`config.mk`:
```
export PLATFORM = sky130hd
export DESIGN_NAME = mlsc_top
export DESIGN_NICKNAME = d
export VERILOG_FILES = /design/src/mlsc_pkg.sv /design/src/mlsc_mem.sv /design/src/mlsc_top.sv
export SDC_FILE = /design/constraint.sdc
export NUM_CORES = 2
export LEC_CHECK = 0
export ABC_AREA = 1
export BUFFER_PORTS_ARGS = -buffer_cell sky130_fd_sc_hd__buf_4
export CAP_MARGIN = 20
export CORE_MARGIN = 2
export CORE_UTILIZATION = 45
export DETAILED_ROUTE_END_ITERATION = 10
export GPL_TIMING_DRIVEN = 0
export PLACE_DENSITY_LB_ADDON = 0.2
export SKIP_LAST_GASP = 1
export SYNTH_ARGS = -nofsm -noshare
export SYNTH_HDL_FRONTEND = slang
export SYNTH_SLANG_ARGS = --single-unit
```
`constraint.sdc`:
```
create_clock -name I_MCLK -period 5.89 [get_ports I_MCLK]
set_input_delay 0.2945 -clock I_MCLK [delete_from_list [all_inputs] [get_ports I_MCLK]]
set_output_delay 0.2945 -clock I_MCLK [all_outputs]
set_load 0.02 [all_outputs]
```
`src/mlsc_pkg.sv`:
```
package mlsc_pkg;
  localparam int MCLK_HZ = 20000000;
  localparam int RESET_PULSE_MIN_US = 10;
  localparam int RESET_PULSE_CYC = (RESET_PULSE_MIN_US * (MCLK_HZ / 1000000));
  localparam int MEM_AW = 8;
  localparam logic [6:0] DEV_ADDR = 7'h50;
  // map locations of the status, flag, mask and control bytes
  localparam logic [7:0] ADDR_STATUS = 8'h02;
  localparam logic [7:0] ADDR_FLAGS = 8'h03;
  localparam logic [7:0] ADDR_MASK = 8'h04;
  localparam logic [7:0] ADDR_CONTROL = 8'h05;
  localparam int STATUS_NOT_READY_BIT = 0;
  localparam int FLAG_INIT_DONE_BIT = 0;
  localparam int CONTROL_LP_OVERRIDE_BIT = 0;
  localparam int CONTROL_LP_FORCE_BIT = 1;
  localparam logic [7:0] MASK_RESET = 8'h00;
  localparam logic [7:0] CONTROL_RESET = 8'h00;

  typedef struct packed {
    logic scl;
    logic sda;
    logic sel_n;
    logic init_n;
    logic lp_sel;
  } pins_t;

  typedef struct packed {
    logic we;
    logic [MEM_AW-1:0] addr;
    logic [7:0] wdata;
  } mem_req_t;
endpackage

```
`src/mlsc_mem.sv`:
```
`timescale 1ns/1ns
// general byte store, registered read data
module mlsc_mem import mlsc_pkg::*; #(
  parameter int AW = MEM_AW
) (
  input wire logic clk,
  input wire logic we,
  input wire logic [AW-1:0] addr,
  input wire logic [7:0] wdata,
  output logic [7:0] rdata
);
  logic [7:0] mem [0:(1<<AW)-1];

  // no reset on the array; contents are user scratch
  always_ff @(posedge clk) begin
    if (we) begin
      mem[addr] <= wdata;
    end
    rdata <= mem[addr];
  end
endmodule

```
`src/mlsc_top.sv`:
```
`timescale 1ns/1ns
module mlsc_top import mlsc_pkg::*; #(
  parameter int PULSE_CYC = RESET_PULSE_CYC
) (
  // clock and reset
  input wire logic I_MCLK,
  input wire logic I_RESET,
  // host control pins
  input wire logic I_MODULE_SELECT_N,
  input wire logic I_MODULE_INIT_N,
  input wire logic I_LOW_POWER_SELECT,
  // two-wire bus
  input wire logic I_SCL,
  input wire logic I_SDA,
  output logic O_SDA,
  output logic O_SDA_OE_N,
  // status pins
  output logic O_PRESENCE_N,
  output logic O_ATTENTION_N,
  output logic O_ATTENTION_OE_N,
  // module side
  input wire logic [7:1] I_FAULT,
  output logic O_POWER_CAP,
  output logic O_IN_RESET
);
  typedef enum {ST_IDLE, ST_ADDR, ST_ACK, ST_WDATA, ST_WACK, ST_RDATA, ST_RACK} bus_st_t;

  // two-stage synchronisers for the bus and host control pins; I_FAULT and I_RESET are used unsynchronised
  pins_t meta, sync, prev;
  always_ff @(posedge I_MCLK) begin
    meta <= '{I_SCL, I_SDA, I_MODULE_SELECT_N, I_MODULE_INIT_N, I_LOW_POWER_SELECT};
    sync <= meta;
    prev <= sync;
  end

  wire logic scl_rise = sync.scl & ~prev.scl;
  wire logic scl_fall = ~sync.scl & prev.scl;
  wire logic start_c = sync.scl & prev.scl & prev.sda & ~sync.sda;
  wire logic stop_c = sync.scl & prev.scl & ~prev.sda & sync.sda;
  wire logic selected = ~sync.sel_n;

  // init pulse qualifier
  logic [31:0] low_cnt, next_low_cnt;
  logic soft_rst, next_soft_rst;
  always_comb begin
    next_low_cnt = low_cnt;
    next_soft_rst = 1'b0;
    if (sync.init_n) begin
      next_low_cnt = 32'h0; // short pulses forgotten
    end else if (low_cnt < PULSE_CYC) begin
      next_low_cnt = low_cnt + 32'h1;
    end else begin
      next_soft_rst = 1'b1; // held long enough
    end
  end
  always_ff @(posedge I_MCLK) begin
    if (I_RESET) begin
      low_cnt <= 32'h0;
      soft_rst <= 1'b0;
    end else begin
      low_cnt <= next_low_cnt;
      soft_rst <= next_soft_rst;
    end
  end
  wire logic any_rst = I_RESET | soft_rst;

  // bus engine and map registers
  bus_st_t st, next_st;
  logic [3:0] bit_cnt, next_bit_cnt;
  logic [7:0] shreg, next_shreg;
  logic [7:0] ptr, next_ptr;
  logic first, next_first;
  logic rnw, next_rnw;
  logic sda_low, next_sda_low;
  logic not_ready, next_not_ready;
  logic [7:0] flags, next_flags;
  logic [7:0] mask, next_mask;
  logic [7:0] control, next_control;
  logic done_pend, next_done_pend;
  logic [7:0] mem_rdata;
  logic [7:0] rd_now;
  mem_req_t req;

  // read value at pointer
  function automatic logic [7:0] rd_byte(input logic [7:0] a, input logic [7:0] m);
    case (a)
      ADDR_STATUS: rd_byte = {7'h0, not_ready};
      ADDR_FLAGS: rd_byte = flags;
      ADDR_MASK: rd_byte = mask;
      ADDR_CONTROL: rd_byte = control;
      default: rd_byte = m;
    endcase
  endfunction

  always_comb begin
    next_st = st;
    next_bit_cnt = bit_cnt;
    next_shreg = shreg;
    next_ptr = ptr;
    next_first = first;
    next_rnw = rnw;
    next_sda_low = sda_low;
    next_not_ready = not_ready;
    next_mask = mask;
    next_control = control;
    next_done_pend = 1'b0;
    // hardware sets after any clear below, so a new fault wins
    next_flags = flags;
    req = '{1'b0, ptr, shreg};
    // byte the host would see at the pointer right now
    rd_now = rd_byte(ptr, mem_rdata);
    if (stop_c || !selected) begin
      next_st = ST_IDLE;
      next_sda_low = 1'b0;
    end else if (start_c) begin
      next_st = ST_ADDR;
      next_bit_cnt = 4'h0;
      next_sda_low = 1'b0;
    end else begin
      case (st)
        ST_ADDR, ST_WDATA: begin
          if (scl_rise) begin
            next_shreg = {shreg[6:0], sync.sda};
            next_bit_cnt = bit_cnt + 4'h1;
          end
          if (scl_fall && bit_cnt == 4'h8) begin
            next_bit_cnt = 4'h0;
            if (st == ST_ADDR) begin
              if (shreg[7:1] == DEV_ADDR) begin
                next_rnw = shreg[0];
                next_first = 1'b1;
                next_sda_low = 1'b1;
                next_st = ST_ACK;
              end else begin
                next_st = ST_IDLE;
              end
            end else begin
              next_sda_low = 1'b1;
              next_st = ST_WACK;
              if (first) begin
                next_ptr = shreg;
                next_first = 1'b0;
              end else begin
                req = '{1'b1, ptr, shreg};
                case (ptr)
                  ADDR_FLAGS: next_flags = flags & ~shreg;
                  ADDR_MASK: next_mask = shreg;
                  ADDR_CONTROL: next_control = shreg;
                  default: ;
                endcase
                next_ptr = ptr + 8'h1;
              end
            end
          end
        end
        ST_ACK, ST_WACK: begin
          if (scl_fall) begin
            if (rnw && st == ST_ACK) begin
              next_shreg = rd_now;
              next_sda_low = ~rd_now[7];
              next_bit_cnt = 4'h1;
              next_st = ST_RDATA;
            end else begin
              next_sda_low = 1'b0;
              next_st = ST_WDATA;
            end
          end
        end
        ST_RDATA: begin
          if (scl_fall) begin
            if (bit_cnt == 4'h8) begin
              next_sda_low = 1'b0;
              next_st = ST_RACK;
              if (ptr == ADDR_FLAGS) begin
                next_flags = flags & ~shreg; // clear on read
              end
              next_ptr = ptr + 8'h1;
            end else begin
              next_sda_low = ~shreg[7 - bit_cnt[2:0]];
              next_bit_cnt = bit_cnt + 4'h1;
            end
          end
        end
        ST_RACK: begin
          if (scl_rise) begin
            next_first = sync.sda; // nack ends the read
          end
          if (scl_fall) begin
            if (first) begin
              next_st = ST_IDLE;
            end else begin
              next_shreg = rd_now;
              next_sda_low = ~rd_now[7];
              next_bit_cnt = 4'h1;
              next_st = ST_RDATA;
            end
          end
        end
        default: next_st = ST_IDLE;
      endcase
    end
    // completion posted after any clear, so it cannot be lost
    if (done_pend) begin
      next_not_ready = 1'b0;
      next_flags[FLAG_INIT_DONE_BIT] = 1'b1;
    end
    next_flags[7:1] = next_flags[7:1] | I_FAULT;
  end

  always_ff @(posedge I_MCLK) begin
    if (any_rst) begin
      st <= ST_IDLE;
      bit_cnt <= 4'h0;
      shreg <= 8'h00;
      ptr <= 8'h00;
      first <= 1'b0;
      rnw <= 1'b0;
      sda_low <= 1'b0;
      not_ready <= 1'b1;
      flags <= 8'h00;
      mask <= MASK_RESET; // defaults restored
      control <= CONTROL_RESET;
      done_pend <= 1'b1; // completion posted even at power-up
    end else begin
      st <= next_st;
      bit_cnt <= next_bit_cnt;
      shreg <= next_shreg;
      ptr <= next_ptr;
      first <= next_first;
      rnw <= next_rnw;
      sda_low <= next_sda_low;
      not_ready <= next_not_ready;
      flags <= next_flags;
      mask <= next_mask;
      control <= next_control;
      done_pend <= next_done_pend;
    end
  end

  mlsc_mem #(.AW(MEM_AW)) u_mem (
    .clk(I_MCLK),
    .we(req.we),
    .addr(req.we ? req.addr : next_ptr), // write at the pointer, else prefetch
    .wdata(req.wdata),
    .rdata(mem_rdata)
  );

  // output registers
  always_ff @(posedge I_MCLK) begin
    O_PRESENCE_N <= 1'b0; // tied low while inserted
    O_SDA <= 1'b0;
    O_SDA_OE_N <= ~sda_low;
    O_ATTENTION_N <= 1'b0; // only ever pulls low
    // released once nothing unmasked is latched
    O_ATTENTION_OE_N <= any_rst | ~(|(flags & ~mask));
    // software override wins over the pin when enabled
    O_POWER_CAP <= control[CONTROL_LP_OVERRIDE_BIT] ? control[CONTROL_LP_FORCE_BIT] : sync.lp_sel;
    O_IN_RESET <= any_rst | not_ready;
  end
endmodule

```
==> metrics.md <==
| Metric | Value |
|---|---|
| Die width | `457.5 um` |
| First-pass GRT wire length | `440100 um` |
| DRT antenna net count | `0` |
| Clock buffer depth | `3` |
| Crit-path cells | `clkbuf_1, inv_1, ha_1, nand2_1, nor2_2, nand3_2, nor3_4, nand2_2, inv_2, nand2_2, nand2_4, buf_2, buf_2, nand2_1, nor2_2, nand2_2, buf_2, nor2_1` |
| Core Rows | `166` |
| CP max stage cell | `nor2_1` |
| Async S/R FF share, synth | `0%` |
| Crit Path Max Fanout | `10` |
| Data arrival, critical path | `6.48 ns` |
| Post-Place Cell Area | `97270 sq um` |
| Gr usage total | `29.08%` |
| Final #Nets | `9470` |
| Initial antenna violation count | `16` |
| CTS buffer count | `218` |
| Initial Util | `45.24%` |
| Worst vdd ir | `0.3581 mV` |
| Core Area | `204600 sq um` |
| WS Path Type | `reg2reg` |
| Sinks on Clock Net | `2157` |
| Final worst path period share | `101.8%` |
| Ys flop type | `edfxtp_1` |
| Hpwl dp | `217300 um` |
| Layout cells sized above 1 | `8.691%` |
| Synth-to-Final Area Change | `13.33%` |
| XOR/XNOR Fraction of Synth Area | `0.03785%` |
| Mean Syn Cell Area | `10.12 sq um` |
| CP top delay family | `simple AND/OR/NAND/NOR gates` |
| PortBufs | `17` |
| Syn Inst Count | `9150` |
| WP data required | `6.37 ns` |
| Failing checks | `negative setup slack` |
| Adder-Cell Fraction of Synth Area | `0.09462%` |
| Pins over their slew limit | `0` |
| I/O pins | `21` |
| Fillers | `18269` |
| CTS tree | `yes` |
| Simple-gate share of the synthesized area | `26.32%` |
| Worst R2R Setup Slack | `-0.11 ns` |
| Min-delay src | `I_MODULE_INIT_N` |
| Sequential fraction of the synthesis area | `68.80%` |
| # setup viols final | `64` |
| CP bufs+invs | `6` |
| Fin. Hold Viols | `0` |
| Synthesis-stage register bit count | `2157` |
| Reg-to-Reg End | `u_mem.mem[161][1]` |
| Yosys top cell by area | `edfxtp_1` |
| Compound-Gate Fraction of Synth Area | `1.403%` |
| Largest net degree at the start of global routing | `68` |
| CP Launch Type | `register` |
| Slew headroom | `8.172%` |
| DRC | `0` |
| Skew-Pair Late Insertion Delay | `0.88 ns` |
| Design area | `104900 sq um` |
| WHS Endpoint | `meta[1]` |
| RSZ-0062 raised after global routing | `yes` |
| FMAX | `166.7 MHz` |
| Vias per Instance | `5.550` |
| Leak pwr | `41.35 nW` |
| Setup bufs post-CTS | `0` |
| Final hold slack | `0.06719 ns` |
| Post-synth EDFFs | `2048` |
| Final WS setup | `-0.1088 ns` |
| Final critical-path required period | `5.999 ns` |
| Critical Path Sink Type | `register` |
| Hold Crit Depth | `2` |
| Status | `finished, violations left` |
| DRT Pass-1 Iters | `6` |
| DR iter-0 viols | `8188` |
| Wire per inst | `25.10 um` |
| CTS clk-pin slew, worst paths | `0.06 ns` |
| GR Overflow Total | `0` |
| Area share of the largest cell type after synthesis | `66.44%` |
| WL final | `309500 um` |
| GP Congestion | `0.9696` |
| P per Cell Area | `293.1 nW/um^2` |
| H-tree level count | `4` |
| Area of the mapped netlist | `92560 sq um` |
| Routed via count | `68426` |
| Die footprint | `209300 sq um` |
| Die H | `457.5 um` |
| Slew @ Worst Pin | `1.377 ns` |
| Mux contribution to synthesized area | `0%` |
| Synth top area cells | `edfxtp_1 (66%), nand2_1 (18%), nand3_1 (5.7%)` |
| Worst r2r src | `bit_cnt[0]` |
| Post-synth cell types | `46` |
| CP peak stage delay | `0.73 ns` |
| Hold crit path type | `in2reg` |
| Clock skew | `0.03589 ns` |
| Clock root buffer master | `clkbuf_16` |
| Max_cap viols | `0` |
| Largest family of logic cells by synthesized area | `simple AND/OR/NAND/NOR gates` |
| Vias in the first global route | `63855` |
| YS warnings | `0` |
| R2R depth | `18` |
cell type report:
cell class | instances | area [sq um] | area share, %
Inverter | 121 | 454.2 | 0.4330
Multi-Input combinational cell | 6299 | 26260 | 25.04
Clock buffer | 263 | 5728 | 5.461
Clock inverter | 139 | 1255 | 1.196
Sequential cell | 2157 | 63710 | 60.74
Buffer | 575 | 2665 | 2.541
Timing Repair Buffer | 77 | 1433 | 1.366
Antenna cell | 11 | 27.53 | 0.02624
Tap cell | 2688 | 3363 | 3.206
Yosys cell counts (2+ instances only):
library cell and n:
a211oi_1 6, a21oi_1 72, a21oi_2 2, a221oi_1 13, a22oi_1 2, buf_1 103
buf_2 291, buf_4 20, buf_6 6, clkbuf_1 154, clkinv_1 3, dfxtp_1 109
edfxtp_1 2048, ha_1 7, inv_1 112, inv_2 6, nand2_1 4456, nand2_2 6
nand3_1 1051, nand4_1 89, nor2_1 418, nor2_2 9, nor3_1 10, nor3b_1 2
nor4_1 6, o211ai_1 6, o21ai_0 105, o21ai_1 8, o22ai_1 10, xor2_1 4
power by group:
part           total, mW  switching (mW)  internal (mW)
Clock               13.8            6.03           7.73
Combinational      0.386           0.280          0.106
Sequential          16.6          0.0191           16.6
Total               30.7            6.32           24.4
stage by stage:
| step | TNS (ns) | total power [mW] | setup slack [ns] | util (%) | std cells |
|---|---|---|---|---|---|
| 2_1_floorplan | 0 | 17.15 | 0.008333 | - | 9152 |
| 3_3_place_gp | - | 17.32 | -10.07 | 46.95 | 11857 |
| 3_5_place_dp | -122.97 | 17.30 | -0.4832 | 47.54 | 11904 |
| 4_1_cts | -6.381 | 30.81 | -0.1261 | 51.07 | 12319 |
| 5_1_grt | -20.07 | 31.42 | -0.2303 | 51.26 | 12320 |
| 6_report | -2.612 | 30.75 | -0.1088 | 51.27 | 12330 |
cells by family (layout without fill, tap and decap cells):
family	after synthesis	after routing
xor gates and xnor gates	4	4
DFF	2157	2157
AOI/OAI and AO/OA	233	233
adders and majority gates	7	7
other	1	14
and+or+nand+nor	6052	6052
buffers and inverters	696	1175
what timing repair did:
item / in CTS / in global routing
hold endpoints to repair: 39 / 0
hold buffers: 13 / 0
endpoints found under the setup margin: 841 / 1148
gates resized for setup: 42 / 120
routing by layer:
metal | part of all wire, % | track usage, % | vias to the layer above
met5 | 0.018 | 0 | -
met4 | 5.4 | 14.10 | 8
met3 | 9.0 | 4.912 | 579
met2 | 45 | 45.02 | 3334
met1 | 41 | 39.94 | 33116
li1 | - | - | 31389
how the worst max path moves through the flow:
stage                from                end  slack, ns  depth (start not counted)
6_report       bit_cnt[0]  u_mem.mem[161][1]      -0.11                         18
5_1_grt        bit_cnt[0]  u_mem.mem[161][1]      -0.23                         18
4_1_cts        bit_cnt[0]   u_mem.mem[61][0]      -0.13                         18
3_5_place_dp   bit_cnt[0]  u_mem.mem[153][5]      -0.48                         18
3_3_place_gp     shreg[1]   u_mem.mem[73][5]     -10.07                         14
2_1_floorplan    shreg[0]  u_mem.mem[105][0]      0.008                         16
registers in the layout, indices dropped and copies added, names as in the netlist, 2 cells and up:
signal and cells:
bit_cnt 4, meta 5, u_mem.mem 2048, flags 8
st 3, prev 2, sync 5, shreg 8
u_mem.rdata 8, ptr 8, control 8, low_cnt 32
mask 8
cells in the final DEF (no fill, tap or decap), types with 7 or more instances in the layout:
master and n:
nand2_1 4450, nor2_1 306, a21oi_1 72, nand3_1 1051, diode_2 11, bufinv_16 19
nor2_2 86, clkinv_2 37, buf_12 7, clkbuf_1 192, buf_4 41, o21ai_1 8
nor2_4 35, buf_16 35, buf_1 103, nand2_2 12, dfxtp_1 101, nor3_1 10
o22ai_1 10, a221oi_1 13, dlygate4sd3_1 13, nand4_1 89, dfxtp_4 8, clkinv_1 66
ha_1 7, edfxtp_1 2048, inv_1 112, buf_6 8, buf_2 284, o21ai_0 105
clkbuf_16 221
Power figures use the tool's default switching activity.
